File: config.mk
export PLATFORM = sky130hd
export DESIGN_NAME = modulo_timer_core
export DESIGN_NICKNAME = d
export VERILOG_FILES = /design/src/common/modulo_timer_pkg.sv /design/src/logic/modulo_timer_core.sv /design/src/logic/modulo_timer_edge.sv
export VERILOG_INCLUDE_DIRS = /design/src /design/src/common
export SDC_FILE = /design/constraint.sdc
export NUM_CORES = 1
export LEC_CHECK = 0
export BUFFER_PORTS_ARGS = -buffer_cell sky130_fd_sc_hd__buf_2
export CELL_PAD_IN_SITES_DETAIL_PLACEMENT = 1
export CELL_PAD_IN_SITES_GLOBAL_PLACEMENT = 2
export CORE_MARGIN = 2
export CORE_UTILIZATION = 34
export DETAILED_ROUTE_END_ITERATION = 10
export PLACE_DENSITY_LB_ADDON = 0.1
export SYNTH_ARGS = -nofsm -noshare
export SYNTH_HDL_FRONTEND = slang
export SYNTH_SLANG_ARGS = --single-unit
export TNS_END_PERCENT = 10
File: constraint.sdc
create_clock -name clk -period 1.6 [get_ports clk]
set_input_delay 0.16 -clock clk [delete_from_list [all_inputs] [get_ports clk]]
set_output_delay 0.16 -clock clk [all_outputs]
set_load 0.1 [all_outputs]
File: src/common/modulo_timer_defs.svh
// Constants for the modulo timer
`ifndef MODULO_TIMER_DEFS_SVH
`define MODULO_TIMER_DEFS_SVH

`define MODULO_TIMER_CNT_RST 8'h00
`define MODULO_TIMER_MOD_RST 8'h00
`define MODULO_TIMER_PRE_RST 8'h00
`define MODULO_TIMER_CNT_MAX 8'hff
`define MODULO_TIMER_CNT_INC 8'h01
`define MODULO_TIMER_PS_RST  4'h0
`define MODULO_TIMER_PS_MAX  4'h8
`define MODULO_TIMER_MASK_ALL 8'hff

`endif

File: src/common/modulo_timer_pkg.sv
// Types shared by the modulo timer modules
package modulo_timer_pkg;

   // Clock source codes, in select order
   typedef enum logic [1:0] {
      MODULO_TIMER_SRC_BUS,
      MODULO_TIMER_SRC_FIXED,
      MODULO_TIMER_SRC_PIN_FALL,
      MODULO_TIMER_SRC_PIN_RISE
   } modulo_timer_src_e;

   // Fields of one status and control write
   typedef struct packed {
      logic       overflow_flag;
      logic       overflow_irq_enable;
      logic       counter_reset;
      logic       counter_stop_bit;
      logic [1:0] clock_source_select;
      logic [3:0] prescale_select;
   } modulo_timer_ctrl_s;

   // Status and control readback
   typedef struct packed {
      logic       overflow_flag;
      logic       overflow_irq_enable;
      logic       counter_reset;
      logic       counter_stop_bit;
      logic [1:0] clock_source_select;
      logic [3:0] prescale_select;
   } modulo_timer_stat_s;

endpackage : modulo_timer_pkg

File: src/logic/modulo_timer_core.sv
// Modulo timer: counter, prescaler, source select and overflow flag
`timescale 1ns/1ps
`include "modulo_timer_defs.svh"
module modulo_timer_core (
   input  wire logic            clk,
   input  wire logic            rst_n,
   input  wire logic            fixed_freq_clock,
   input  wire logic            external_count_pin,
   input  wire logic            status_rd,
   input  wire logic            ctrl_wr,
   input  wire modulo_timer_pkg::modulo_timer_ctrl_s ctrl_data,
   input  wire logic            mod_wr,
   input  wire logic [7:0]      mod_data,
   output modulo_timer_pkg::modulo_timer_stat_s timer_status_control,
   output logic [7:0]           count_value,
   output logic [7:0]           rollover_compare_value,
   output logic                 overflow_irq
);

   // Reset release synchroniser
   logic rst_meta_q;
   logic rst_s_n;

   always_ff @(posedge clk or negedge rst_n) begin
      if (!rst_n) begin
         rst_meta_q <= 1'b0;
         rst_s_n    <= 1'b0;
      end else begin
         rst_meta_q <= 1'b1;
         rst_s_n    <= rst_meta_q;
      end
   end

   // Configuration state
   logic                stop_q;
   logic                stop_d;
   modulo_timer_pkg::modulo_timer_src_e src_q;
   modulo_timer_pkg::modulo_timer_src_e src_d;
   logic [3:0]          ps_q;
   logic [3:0]          ps_d;
   logic                overflow_irq_enable_q;
   logic                overflow_irq_enable_d;
   logic [7:0]          mod_q;
   logic [7:0]          mod_d;

   // Count state
   logic [7:0]          cnt_q;
   logic [7:0]          cnt_d;
   logic [7:0]          pre_q;
   logic [7:0]          pre_d;

   // Flag state
   logic                tof_q;
   logic                tof_d;
   logic                arm_q;
   logic                arm_d;

   // Internal strobes
   logic                fix_rise;
   logic                pin_rise;
   logic                pin_fall;
   logic                src_tick;
   logic                tick;
   logic                wrap;
   logic                ovf;
   logic                trst_req;
   logic [3:0]          ps_eff;
   logic [7:0]          pre_mask;

   // Edge detectors for fixed clock and external pin
   modulo_timer_edge u_fix_edge (
      .clk   (clk),
      .rst_n (rst_s_n),
      .pin   (fixed_freq_clock),
      .rise  (fix_rise),
      .fall  ()
   );

   modulo_timer_edge u_pin_edge (
      .clk   (clk),
      .rst_n (rst_s_n),
      .pin   (external_count_pin),
      .rise  (pin_rise),
      .fall  (pin_fall)
   );

   // Configuration next values
   always_comb begin
      stop_d = stop_q;
      src_d  = src_q;
      ps_d   = ps_q;
      overflow_irq_enable_d = overflow_irq_enable_q;
      mod_d  = mod_q;
      if (ctrl_wr) begin
         stop_d = ctrl_data.counter_stop_bit;
         src_d  = modulo_timer_pkg::modulo_timer_src_e'(
                     ctrl_data.clock_source_select);
         ps_d   = ctrl_data.prescale_select;
         overflow_irq_enable_d = ctrl_data.overflow_irq_enable;
      end
      if (mod_wr) begin
         mod_d = mod_data;
      end
   end

   // Configuration registers
   always_ff @(posedge clk or negedge rst_s_n) begin
      if (!rst_s_n) begin
         stop_q <= 1'b1;
         src_q  <= modulo_timer_pkg::MODULO_TIMER_SRC_BUS;
         ps_q   <= `MODULO_TIMER_PS_RST;
         overflow_irq_enable_q <= 1'b0;
         mod_q  <= `MODULO_TIMER_MOD_RST;
      end else begin
         stop_q <= stop_d;
         src_q  <= src_d;
         ps_q   <= ps_d;
         overflow_irq_enable_q <= overflow_irq_enable_d;
         mod_q  <= mod_d;
      end
   end

   // Source select; switching never touches the count
   always_comb begin
      case (src_q)
         modulo_timer_pkg::MODULO_TIMER_SRC_BUS:      src_tick = 1'b1;
         modulo_timer_pkg::MODULO_TIMER_SRC_FIXED:    src_tick = fix_rise;
         modulo_timer_pkg::MODULO_TIMER_SRC_PIN_FALL: src_tick = pin_fall;
         modulo_timer_pkg::MODULO_TIMER_SRC_PIN_RISE: src_tick = pin_rise;
         default:                     src_tick = 1'b0;
      endcase
   end

   // Prescale mask; codes above eight act as divide by 256
   always_comb begin
      ps_eff   = (ps_q > `MODULO_TIMER_PS_MAX) ? `MODULO_TIMER_PS_MAX : ps_q;
      pre_mask = ~(`MODULO_TIMER_MASK_ALL << ps_eff);
      tick     = src_tick && ((pre_q & pre_mask) == pre_mask);
   end

   // Wrap point: modulo value, or top of range when modulo is zero
   always_comb begin
      trst_req = ctrl_wr && ctrl_data.counter_reset;
      if (mod_q == `MODULO_TIMER_MOD_RST) begin
         wrap = (cnt_q == `MODULO_TIMER_CNT_MAX);
      end else begin
         wrap = (cnt_q == mod_q);
      end
   end

   // Counter and prescaler next values
   always_comb begin
      cnt_d = cnt_q;
      pre_d = pre_q;
      ovf   = 1'b0;
      if (trst_req) begin
         cnt_d = `MODULO_TIMER_CNT_RST;
         pre_d = `MODULO_TIMER_PRE_RST;
      end else if (mod_wr && !stop_q) begin
         cnt_d = `MODULO_TIMER_CNT_RST;
         pre_d = `MODULO_TIMER_PRE_RST;
      end else if (!stop_q) begin
         if (src_tick) begin
            pre_d = pre_q + `MODULO_TIMER_CNT_INC;
         end
         if (tick) begin
            if (wrap) begin
               cnt_d = `MODULO_TIMER_CNT_RST;
               ovf   = 1'b1;
            end else begin
               cnt_d = cnt_q + `MODULO_TIMER_CNT_INC;
            end
         end
      end
   end

   // Counter and prescaler registers
   always_ff @(posedge clk or negedge rst_s_n) begin
      if (!rst_s_n) begin
         cnt_q <= `MODULO_TIMER_CNT_RST;
         pre_q <= `MODULO_TIMER_PRE_RST;
      end else begin
         cnt_q <= cnt_d;
         pre_q <= pre_d;
      end
   end

   // Overflow flag and two-step clear; a new overflow wins
   always_comb begin
      tof_d = tof_q;
      arm_d = arm_q;
      if (ovf) begin
         tof_d = 1'b1;
         arm_d = 1'b0;
      end else begin
         if (mod_wr || trst_req) begin
            tof_d = 1'b0;
         end else if (ctrl_wr && !ctrl_data.overflow_flag && arm_q) begin
            tof_d = 1'b0;
         end
         if (ctrl_wr || mod_wr) begin
            arm_d = 1'b0;
         end else if (status_rd && tof_q) begin
            arm_d = 1'b1;
         end
      end
   end

   // Flag registers
   always_ff @(posedge clk or negedge rst_s_n) begin
      if (!rst_s_n) begin
         tof_q <= 1'b0;
         arm_q <= 1'b0;
      end else begin
         tof_q <= tof_d;
         arm_q <= arm_d;
      end
   end

   // Outputs; counter-reset bit always reads zero
   always_comb begin
      timer_status_control.overflow_flag       = tof_q;
      timer_status_control.overflow_irq_enable = overflow_irq_enable_q;
      timer_status_control.counter_reset       = 1'b0;
      timer_status_control.counter_stop_bit    = stop_q;
      timer_status_control.clock_source_select = src_q;
      timer_status_control.prescale_select     = ps_q;
   end

   assign count_value            = cnt_q;
   assign rollover_compare_value = mod_q;
   assign overflow_irq           = tof_q & overflow_irq_enable_q;

   // Checks on the counting path, flag clear and interrupt
   logic no_wr;
   assign no_wr = !ctrl_wr && !mod_wr;

   stop_hold_a: assert property (
      @(posedge clk) disable iff (!rst_s_n)
      stop_q && no_wr |=> $stable(cnt_q))
      else $error("counter moved while stopped");

   mod_wrap_a: assert property (
      @(posedge clk) disable iff (!rst_s_n)
      !stop_q && tick && no_wr && mod_q != `MODULO_TIMER_MOD_RST && cnt_q == mod_q
      |=> cnt_q == `MODULO_TIMER_CNT_RST && tof_q)
      else $error("no wrap at modulo value");

   free_wrap_a: assert property (
      @(posedge clk) disable iff (!rst_s_n)
      !stop_q && tick && no_wr && mod_q == `MODULO_TIMER_MOD_RST
      && cnt_q == `MODULO_TIMER_CNT_MAX
      |=> cnt_q == `MODULO_TIMER_CNT_RST && tof_q)
      else $error("free-running counter did not wrap");

   count_inc_a: assert property (
      @(posedge clk) disable iff (!rst_s_n)
      !stop_q && tick && no_wr && !wrap
      |=> cnt_q == $past(cnt_q) + `MODULO_TIMER_CNT_INC)
      else $error("counter did not increment");

   mod_write_a: assert property (
      @(posedge clk) disable iff (!rst_s_n)
      mod_wr && !ctrl_wr && !stop_q
      |=> cnt_q == `MODULO_TIMER_CNT_RST && !tof_q && mod_q == $past(mod_data))
      else $error("modulo write did not restart");

   clear_need_a: assert property (
      @(posedge clk) disable iff (!rst_s_n)
      tof_q && !arm_q && ctrl_wr && !ctrl_data.counter_reset && !mod_wr
      |=> tof_q)
      else $error("flag cleared without prior read");

   clear_done_a: assert property (
      @(posedge clk) disable iff (!rst_s_n)
      status_rd && tof_q && no_wr && !ovf
      ##1 ctrl_wr && !ctrl_data.overflow_flag && !ovf
      |=> !tof_q)
      else $error("read then write did not clear");

   clear_cancel_a: assert property (
      @(posedge clk) disable iff (!rst_s_n)
      arm_q && ovf ##1 ctrl_wr && !ctrl_data.counter_reset && !mod_wr
      |=> tof_q)
      else $error("clear not cancelled by overflow");

   trst_clear_a: assert property (
      @(posedge clk) disable iff (!rst_s_n)
      trst_req |=> cnt_q == `MODULO_TIMER_CNT_RST && pre_q == `MODULO_TIMER_PRE_RST && !tof_q)
      else $error("counter reset failed");

   irq_rise_a: assert property (
      @(posedge clk) disable iff (!rst_s_n)
      ovf && overflow_irq_enable_q && !ctrl_wr && !mod_wr |=> overflow_irq)
      else $error("interrupt missing on overflow");

   ps_clamp_a: assert property (
      @(posedge clk) disable iff (!rst_s_n)
      ps_q > `MODULO_TIMER_PS_MAX |-> pre_mask == `MODULO_TIMER_MASK_ALL)
      else $error("large prescale code not divide by 256");

   src_keep_a: assert property (
      @(posedge clk) disable iff (!rst_s_n)
      ctrl_wr && !ctrl_data.counter_reset && !mod_wr && !tick
      |=> cnt_q == $past(cnt_q))
      else $error("source change disturbed count");

   // Main scenarios
   wrap_c: cover property (@(posedge clk) disable iff (!rst_s_n)
      ovf && mod_q != `MODULO_TIMER_MOD_RST);
   clear_c: cover property (@(posedge clk) disable iff (!rst_s_n)
      arm_q && ctrl_wr && !ctrl_data.overflow_flag);
   cancel_c: cover property (@(posedge clk) disable iff (!rst_s_n)
      arm_q && ovf);
   pin_c: cover property (@(posedge clk) disable iff (!rst_s_n)
      ovf && src_q == modulo_timer_pkg::MODULO_TIMER_SRC_PIN_FALL);

endmodule : modulo_timer_core

File: src/logic/modulo_timer_edge.sv
// Pin synchroniser with rising and falling edge pulses
`timescale 1ns/1ps
module modulo_timer_edge (
   input  wire logic clk,
   input  wire logic rst_n,
   input  wire logic pin,
   output logic      rise,
   output logic      fall
);

   logic sync1_q;
   logic sync2_q;
   logic last_q;
   logic rise_d;
   logic fall_d;

   // Edge compare on synchronised copies only
   always_comb begin
      rise_d = sync2_q & ~last_q;
      fall_d = ~sync2_q & last_q;
   end

   // Two-stage synchroniser plus history stage
   always_ff @(posedge clk or negedge rst_n) begin
      if (!rst_n) begin
         sync1_q <= 1'b0;
         sync2_q <= 1'b0;
         last_q  <= 1'b0;
      end else begin
         sync1_q <= pin;
         sync2_q <= sync1_q;
         last_q  <= sync2_q;
      end
   end

   assign rise = rise_d;
   assign fall = fall_d;

   // Edge pulses last one cycle
   edge_pulse_a: assert property (
      @(posedge clk) disable iff (!rst_n)
      (rise |=> !rise) and (fall |=> !fall))
      else $error("edge pulse longer than one cycle");

endmodule : modulo_timer_edge

==> results of run 1 <==
[routing by layer]
| metal | GRT usage (%) | vias up | wire (um) |
|---|---|---|---|
| met3 | 2.36 | 2 | 161 |
| met1 | 21.4 | 955 | 2610 |
| li1 | - | 940 | - |
| met2 | 33.4 | 32 | 3240 |
| met5 | 0 | - | 0 |
| met4 | 4.33 | 0 | 31 |
[cells in the mapped netlist (all sizes together), types with 3 or more instances]
cell type / instances / area share (%)
and3: 3 / 0.85
nand2: 10 / 1.7
nor4: 3 / 2.2
a22o: 4 / 1.6
dfrtp: 41 / 47
nor3: 4 / 1.4
nor2: 19 / 3.2
o21ai: 13 / 3.0
clkbuf: 3 / 0.51
a31o: 5 / 2.0
a21oi: 7 / 1.6
nand2b: 5 / 1.4
buf: 4 / 1.4
nand4: 3 / 1.1
mux2: 16 / 8.2
o22ai: 4 / 2.3
nand3: 5 / 1.1
xnor2: 5 / 2.0
inv: 5 / 0.85
a22oi: 5 / 1.9
[layout by cell type, fill, tap and decap left out, drive strengths merged, types with 3 or more instances in the layout]
cell / count
xnor2: 5
nor2: 19
nand2: 10
clkbuf: 5
nand3: 5
a21oi: 7
dlygate4sd3: 3
o21ai: 13
a22oi: 5
nor3: 4
nand2b: 5
and3: 3
buf: 99
nor4: 3
nand4: 3
mux2: 16
o22ai: 4
inv: 5
a31o: 5
dfrtp: 41
a22o: 4
[cell families (layout without fill, tap and decap cells)]
kind of cell	Yosys count	after routing	share of synthesized area, %
adders and majority gates	2	2	1.14
other	2	2	0.342
muxes	17	17	8.66
xor gates and xnor gates	7	7	2.79
and+or+nand+nor	68	68	19.4
buffers and inverters	12	115	2.74
AOI/OAI and AO/OA	50	50	17.0
DFF	42	42	47.9
[worst max-delay path: stages (launching register included)]
cell and delay (ns):
dfrtp_4 0.52, nor4_4 0.27, buf_4 0.18, a22oi_2 0.09
o22ai_4 0.18, and4_4 0.27, nor3_4 0.05, buf_6 0.12
a221o_1 0.29
[path summary, 6_finish.rpt]
check | slack [ns] | endpoint | startpoint | cells past startpoint
worst max-delay path | -0.46 | count_value[2] | rollover_compare_value[0] | 8
worst min-delay path | 0.10 | ps_q[0] | ctrl_data[0] | 2
worst max register to register | -0.46 | count_value[2] | rollover_compare_value[0] | 8
worst min register to register | 0.31 | u_fix_edge.last_q | rst_s_n | 1
max in group asynchronous | 0.88 | rollover_compare_value[2] | rst_s_n | 1
min in group asynchronous | 0.18 | rst_s_n | rst_n | 2
[what timing repair did]
| action | in CTS | in global routing |
|---|---|---|
| pin swaps | 3 | 6 |
| hold endpoints to repair | 4 | 0 |
| gates cloned | 0 | 0 |
| buffers inserted | 0 | 2 |
| endpoints found under the setup margin | 14 | 15 |
| hold buffers | 3 | 0 |
| gates resized for setup | 3 | 11 |
[flip-flops by register name (all words and copies together), names as in the netlist, 2 cells and up]
register and flops:
src_q 2, pre_q 8, rollover_compare_value 8, ps_q 4
count_value 8
[metrics by stage]
| stage | util, % | instances | power [W] |
|---|---|---|---|
| CTS | 48.6 | 378 | 0.00307 |
| global placement | 45.8 | 367 | 0.00202 |
| finish | 49.8 | 380 | 0.00305 |
| detailed placement | 45.8 | 367 | 0.00204 |
| global route | 49.8 | 380 | 0.00320 |
| floorplan | - | 200 | 0.00178 |
[cell type report]
class                      instances  area (um^2)
clock buffer                       5         68.8
clock inverter                     3         68.8
fill                             713         3170
inverter                           5         18.8
multi-input combinational        146         1150
sequential                        42         1090
tap                               77         96.3
timing repair buffer             102          656
[power breakdown]
group          leakage [nW]  internal, W  switching [W]
Combinational         0.852     0.000282       0.000558
Sequential            0.502      0.00114      0.0000714
Clock                0.0683     0.000625       0.000378
Total                  1.42      0.00204        0.00101
==> flow_summary_export.csv, run 1 <==
group,metric,value,unit
global_routing,grt_pass1_vias,2141,
worst_hold_path,hold_path.class,"primary input to flop",
logic_synthesis,yosysWarnings,0,
drt,drt_iter0_drc,75,
global_routing,grt_max_degree,41,
logic_synthesis,synth_area_per_cell,11.0,um^2
timing,fin_skew,0.0151,ns
worst_setup_path,start_kind,"flop",
floorplan,dieArea,7120,um^2
floorplan,ioPinCount,52,
drt,ant_nets,0,
timing,holdWs,0.100,ns
timing,fin_crit_sh,129,%
finish,syn2layout_area_growth,43.3,%
logic_synthesis,syn-num-nets,227,
clock_tree,cts_sinks,42,
global_routing,overflow,0,
clock_tree,cts.path.max_buffers,2,
logic_synthesis,synth_cells,200,
logic_synthesis,ys_types,52,
timing,finalHoldViolCount,0,
clock_tree,cts_root_buf,"clkbuf_8",
floorplan,start_util,34.8,%
timing,tightest_slew,0.520,ns
clock_tree,clkTransAtPathRegs,0.09,ns
timing,tns,-3.66,ns
clock_tree,insertion_delay,0.29,ns
drt,via_per_inst,5.08,
worst_setup_path,end_kind,"flop",
drt,wirelength,6040,um
logic_synthesis,synth-seq-cells,42,
clock_tree,cts_tree,"yes",
run,maxCapViolations,0,
placement,dpl.hpwl,4590,um
finish,final_area,3150,um^2
worst_setup_path,cp.required,1.78,ns
status,violations,"setup timing",
power_and_ir_drop,p_per_area,970,nW/um^2
global_routing,grt_use_total,17.8,%
worst_setup_path,worstSetupPathType,"flop to flop",
drt,vias,1929,
timing,fin_crit,2.06,ns
timing,setup_viol,10,
floorplan,core.rowCount,29,
timing,max_freq,485,MHz
placement,dp_slack,-0.444,ns
status,status,"complete, but fails checks",
logic_synthesis,synth-edff-count,0,
drt,wire_per_inst,15.9,um
placement,portBuffers,50,
floorplan,core-area,6310,um^2
worst_setup_path,arrival,2.24,ns
global_routing,grt_pass1_wl,10300,um
power_and_ir_drop,ir_worst_vdd,0.000470,V
clock_tree,htree_levels,2,
worst_setup_path,path_max_fanout,5,
drt,drcViolationCount,0,
timing,rsz0062_at_grt,"true",
timing,slew_headroom,65.3,%
logic_synthesis,synthArstFlopShare,100,%
placement,gp_congestion,0.767,
logic_synthesis,synthesis.area,2200,um^2
finish,drive_gt1_share,56.4,%
finish,antennaDiodeCount,0,
timing,worst_slack,-0.464,ns
clock_tree,cts_made_buffers,5,
drt,dr.pass1.iters,2,
placement,place_area,2890,um^2
finish,nets,329,
power_and_ir_drop,leakage,1.42,nW
floorplan,die_x,84.4,um
timing,slew_viol_final,0,
logic_synthesis,synth_flop_cell,"dfrtp_1",
global_routing,antenna_found_initial,0,
floorplan,die_h,84.4,um
logic_synthesis,ys_seq_area_share,47.9,%
No activity file was read; power rests on OpenSTA's default activity.
==> run 2, diff against run 1 <==
--- a/config.mk
+++ b/config.mk
@@ -7,9 +7,10 @@
 export NUM_CORES = 1
 export LEC_CHECK = 0
 export BUFFER_PORTS_ARGS = -buffer_cell sky130_fd_sc_hd__buf_2
+export CAP_MARGIN = 20
 export CELL_PAD_IN_SITES_DETAIL_PLACEMENT = 1
 export CELL_PAD_IN_SITES_GLOBAL_PLACEMENT = 2
-export CORE_MARGIN = 2
+export CORE_MARGIN = 4
 export CORE_UTILIZATION = 34
 export DETAILED_ROUTE_END_ITERATION = 10
 export PLACE_DENSITY_LB_ADDON = 0.1
==> flow_summary_export.csv, run 2 (synthesis results as in run 1) <==
group,metric,value,unit
floorplan,die_x,88.4,um
timing,fin_skew,0.00698,ns
finish,drive_gt1_share,55.1,%
drt,via_per_inst,5.05,
timing,fin_crit_sh,128,%
global_routing,grt_use_total,16.1,%
worst_setup_path,startpoint,"rollover_compare_value[0]",
floorplan,dieArea,7810,um^2
worst_setup_path,reg2reg_to,"count_value[3]",
power_and_ir_drop,p_comb_share,29.4,%
clock_tree,cts_sinks,42,
finish,nets,329,
timing,rsz0062_at_grt,"true",
finish,syn2layout_area_growth,39.3,%
power_and_ir_drop,leakage,1.40,nW
timing,finalHoldViolCount,0,
timing,slew_headroom,65.4,%
worst_setup_path,crit_path_end,"count_value[3]",
worst_setup_path,cp.required,1.79,ns
placement,dp_cells,369,
global_routing,grt_pass1_wl,9690,um
global_routing,overflow,0,
power_and_ir_drop,clockPowerShare,26.8,%
status,status,"complete, but fails checks",
finish,fillers,735,
clock_tree,htree_levels,2,
timing,tightest_slew,0.518,ns
worst_setup_path,r2r_cells,6,
clock_tree,cts.path.max_buffers,2,
floorplan,start_util,34.8,%
worst_setup_path,timing.rr.start,"rollover_compare_value[0]",
worst_setup_path,end_kind,"flop",
finish,final_common_cell,"buf_2",
drt,wirelength,5880,um
clock_tree,cts_tree,"yes",
floorplan,ioPinCount,52,
power_and_ir_drop,p_total,0.00277,W
finish,antennaDiodeCount,0,
finish,utilization,48.4,%
timing,slew_viol_final,0,
placement,dp_slack,-0.435,ns
drt,wire_per_inst,15.5,um
drt,drt_iter0_drc,43,
placement,place_area,2910,um^2
timing,fin_crit,2.04,ns
clock_tree,clkTransAtPathRegs,0.09,ns
worst_setup_path,start_kind,"flop",
placement,portBuffers,50,
finish,final_area,3060,um^2
drt,ant_nets,0,
placement,gp_congestion,0.806,
status,violations,"setup timing",
global_routing,grt_max_degree,41,
floorplan,core-area,6310,um^2
clock_tree,postCtsSetupBuffers,0,
timing,max_freq,489,MHz
floorplan,die_h,88.4,um
drt,vias,1919,
worst_hold_path,holdPathStages,2,
drt,dr.pass1.iters,4,
global_routing,grt_pass1_vias,2017,
placement,dpl.hpwl,4630,um
power_and_ir_drop,p_per_area,905,nW/um^2
power_and_ir_drop,p_int,0.00174,W
clock_tree,cts_root_buf,"clkbuf_8",
run,maxCapViolations,0,
power_and_ir_drop,p_sw,0.00103,W
worst_setup_path,regToRegSetupSlack,-0.44,ns
worst_setup_path,path_max_fanout,7,
worst_setup_path,arrival,2.24,ns
power_and_ir_drop,ir_worst_vdd,0.000579,V
drt,drcViolationCount,0,
worst_setup_path,worstSetupPathType,"flop to flop",
floorplan,core.rowCount,29,
timing,worst_slack,-0.444,ns
clock_tree,insertion_delay,0.30,ns
global_routing,antenna_found_initial,0,
timing,setup_viol,10,
worst_hold_path,hold_path.class,"primary input to flop",
power_and_ir_drop,seq_power_share,43.7,%
finish,final_cell_mix,"buf_2, buf_4, nor2_1, dfrtp_1, dfrtp_2",
finish,finalNonFillerCells,380,
power_and_ir_drop,switching_share,37.2,%
clock_tree,cts_made_buffers,5,
-- run 2: cell types whose count changed in the layout (fill, tap and decap cells not counted), moves of 2 or more --
cell,previous run,this run
bufinv_16,2,0
a22oi_2,4,1
a22oi_1,1,4
o22ai_4,3,0
o22ai_2,1,4
-- run 2: worst max-delay path, cell delays in order (launching register included) --
cell,delay [ns]
dfrtp_4,0.52
nor4_4,0.38
a22oi_1,0.13
o22ai_2,0.16
nand4_2,0.25
a31o_1,0.28
a22o_1,0.22
-- run 2: worst min path at each step --
stage,start,endpoint,slack (ns)
2_1_floorplan,rst_n,rst_meta_q,-0.14
3_5_place_dp,rst_n,rst_s_n,-0.05
5_1_grt,ctrl_data[1],ps_q[1],0.07
6_report,mod_data[1],rollover_compare_value[1],0.09
4_1_cts,ctrl_data[1],ps_q[1],0.07
3_3_place_gp,rst_n,rst_s_n,-0.05
-- run 2: power groups by stage --
| stage | registers, W | logic (W) | clock network, W |
|---|---|---|---|
| global placement | 0.00123 | 0.000797 | 0 |
| finish | 0.00121 | 0.000815 | 0.000742 |
| floorplan | 0.00151 | 0.000266 | 0 |
| detailed placement | 0.00123 | 0.000806 | 0 |
| CTS | 0.00121 | 0.000815 | 0.000781 |
| global route | 0.00122 | 0.000872 | 0.000830 |
-- run 2: final cells by class --
type,count,area (um^2),share of cell area [%]
clock buffer,5,68.8,2.25
clock inverter,3,28.8,0.941
inverter,5,18.8,0.614
multi-input combinational,146,1100,36.0
sequential,42,1090,35.6
tap,77,96.3,3.15
timing repair buffer,102,656,21.4
-- run 2: per-stage QoR --
stage / setup TNS, ns / hold slack (ns)
floorplan: -4.05 / -0.136
detailed placement: -3.74 / -0.0503
global route: -5.14 / 0.0713
CTS: -3.93 / 0.0749
finish: -3.78 / 0.0863
global placement: -3.50 / -0.0549
-- run 2: timing repair --
item,CTS,global route
pin swaps,2,2
gates resized for setup,2,4
hold endpoints to repair,4,0
setup endpoints to repair,12,17
hold buffers,3,0
-- run 2: per-layer routing --
layer / up-vias / track usage (%) / wire [um]
met1: 942 / 17.5 / 2360
met5: - / 0 / 0
li1: 936 / - / -
met4: 0 / 4.12 / 64
met3: 7 / 3.17 / 241
met2: 34 / 31.6 / 3210
==> run 3, diff against run 2 <==
--- a/config.mk
+++ b/config.mk
@@ -13,7 +13,8 @@
 export CORE_MARGIN = 4
 export CORE_UTILIZATION = 34
 export DETAILED_ROUTE_END_ITERATION = 10
-export PLACE_DENSITY_LB_ADDON = 0.1
+export PLACE_DENSITY = 0.88
+export SLEW_MARGIN = 20
 export SYNTH_ARGS = -nofsm -noshare
 export SYNTH_HDL_FRONTEND = slang
 export SYNTH_SLANG_ARGS = --single-unit
==> flow_summary_export.csv, run 3 (synthesis results as in run 1) <==
group,metric,value,unit
timing,fin_crit,2.08,ns
drt,dr.pass1.iters,4,
timing,rsz0062_at_grt,"true",
drt,vias,1967,
power_and_ir_drop,leakage,1.41,nW
finish,nets,326,
power_and_ir_drop,ir_worst_vdd,0.000486,V
timing,fin_skew,0.00598,ns
power_and_ir_drop,seq_power_share,39.4,%
worst_setup_path,worstSetupPathType,"flop to flop",
timing,holdWs,0.0985,ns
placement,place_area,2880,um^2
timing,max_freq,481,MHz
floorplan,core.rowCount,29,
timing,setup_viol,10,
drt,ant_nets,0,
status,status,"complete, but fails checks",
status,violations,"setup timing",
finish,final_cell_mix,"buf_2, buf_4, nor2_1, dfrtp_1, dfrtp_2",
clock_tree,cts.path.max_buffers,2,
power_and_ir_drop,p_comb_share,26.9,%
clock_tree,insertion_delay,0.29,ns
floorplan,start_util,34.8,%
timing,fin_crit_sh,130,%
power_and_ir_drop,clockPowerShare,33.7,%
power_and_ir_drop,p_per_area,991,nW/um^2
drt,drcViolationCount,0,
worst_setup_path,end_kind,"flop",
floorplan,ioPinCount,52,
finish,fillers,721,
power_and_ir_drop,switching_share,32.3,%
clock_tree,cts_tree,"yes",
global_routing,grt_pass1_wl,10600,um
drt,wire_per_inst,16.6,um
power_and_ir_drop,p_sw,0.000995,W
clock_tree,htree_levels,2,
power_and_ir_drop,p_int,0.00208,W
global_routing,overflow,0,
drt,via_per_inst,5.22,
power_and_ir_drop,p_total,0.00308,W
global_routing,grt_pass1_vias,2211,
drt,wirelength,6250,um
finish,utilization,49.2,%
floorplan,core-area,6310,um^2
floorplan,die_h,88.4,um
worst_hold_path,hold_path.class,"primary input to flop",
finish,final_common_cell,"buf_2",
worst_setup_path,start_kind,"flop",
global_routing,grt_use_total,17.5,%
clock_tree,cts_root_buf,"clkbuf_8",
global_routing,antenna_found_initial,0,
finish,syn2layout_area_growth,41.4,%
timing,tns,-4.04,ns
run,maxCapViolations,0,
floorplan,die_x,88.4,um
timing,worst_slack,-0.478,ns
worst_setup_path,arrival,2.25,ns
finish,drive_gt1_share,55.7,%
worst_setup_path,path_max_fanout,7,
finish,antennaDiodeCount,0,
placement,dpl.hpwl,4760,um
worst_setup_path,cp.required,1.78,ns
drt,drt_iter0_drc,32,
clock_tree,clkTransAtPathRegs,0.08,ns
placement,portBuffers,50,
placement,gp_congestion,0.830,
timing,slew_viol_final,0,
timing,finalHoldViolCount,0,
global_routing,grt_max_degree,23,
floorplan,dieArea,7810,um^2
finish,final_area,3110,um^2
clock_tree,cts_sinks,42,
clock_tree,cts_made_buffers,5,
-- run 3: cell types whose count changed in the layout (fill, tap and decap cells not counted), sizes merged --
| cell | previous run | this run |
|---|---|---|
| bufinv | 0 | 2 |
| inv | 7 | 5 |
| clkinv | 1 | 0 |
| clkbuf | 5 | 6 |
| buf | 99 | 96 |
-- run 3: stage by stage --
stage | setup slack [ns] | instances
after floorplan | -0.437 | 200
final | -0.478 | 377
after CTS | -0.466 | 377
after global routing | -0.586 | 377
after detailed placement | -0.500 | 365
after global placement | -0.386 | 365
-- run 3: path summary, 6_finish.rpt --
path	slack [ns]	cells past startpoint	startpoint	end
setup reg to reg	-0.48	6	rollover_compare_value[5]	count_value[2]
max in group asynchronous	1.10	1	rst_s_n	ps_q[3]
setup / recovery	-0.48	6	rollover_compare_value[5]	count_value[2]
hold / removal	0.1	2	mod_data[3]	rollover_compare_value[3]
min in group asynchronous	0.18	2	rst_n	rst_meta_q
hold reg to reg	0.22	1	rst_s_n	u_pin_edge.sync2_q
-- run 3: final cells by class --
type	count	area, um^2	share of cell area (%)
Clock buffer	6	82.6	2.66
Clock inverter	2	60.1	1.93
Inverter	5	18.8	0.604
Multi-Input combinational cell	146	1130	36.3
Sequential cell	42	1090	35.1
Tap cell	77	96.3	3.10
Timing Repair Buffer	99	629	20.3
-- run 3: timing repair --
action	in CTS	in global routing
endpoints found under the setup margin	13	15
pin swaps	4	5
gates resized for setup	4	6
endpoints found under the hold margin	4	0
setup buffers	1	0
hold buffers	3	0
gates cloned	0	0
-- run 3: critical path, cell delays in order (launching register included) --
cell and delay (ns):
dfrtp_4 0.51, nor4_4 0.41, a22oi_1 0.15, o22ai_2 0.19
and4_4 0.29, nor3_4 0.07, a221o_1 0.34
-- run 3: power groups by stage --
stage | registers [W] | clock network, W | logic (W)
global placement | 0.00122 | 0 | 0.000795
floorplan | 0.00151 | 0 | 0.000266
CTS | 0.00121 | 0.00107 | 0.000831
finish | 0.00121 | 0.00104 | 0.000828
global route | 0.00122 | 0.00112 | 0.000887
detailed placement | 0.00123 | 0 | 0.000807
-- run 3: layer usage --
| layer | track usage (%) | up-vias | wire [um] |
|---|---|---|---|
| met5 | 0 | - | 0 |
| met4 | 4.81 | 0 | 70 |
| met3 | 3.82 | 8 | 297 |
| met2 | 33.5 | 46 | 3390 |
| met1 | 19.3 | 988 | 2500 |
| li1 | - | 925 | - |
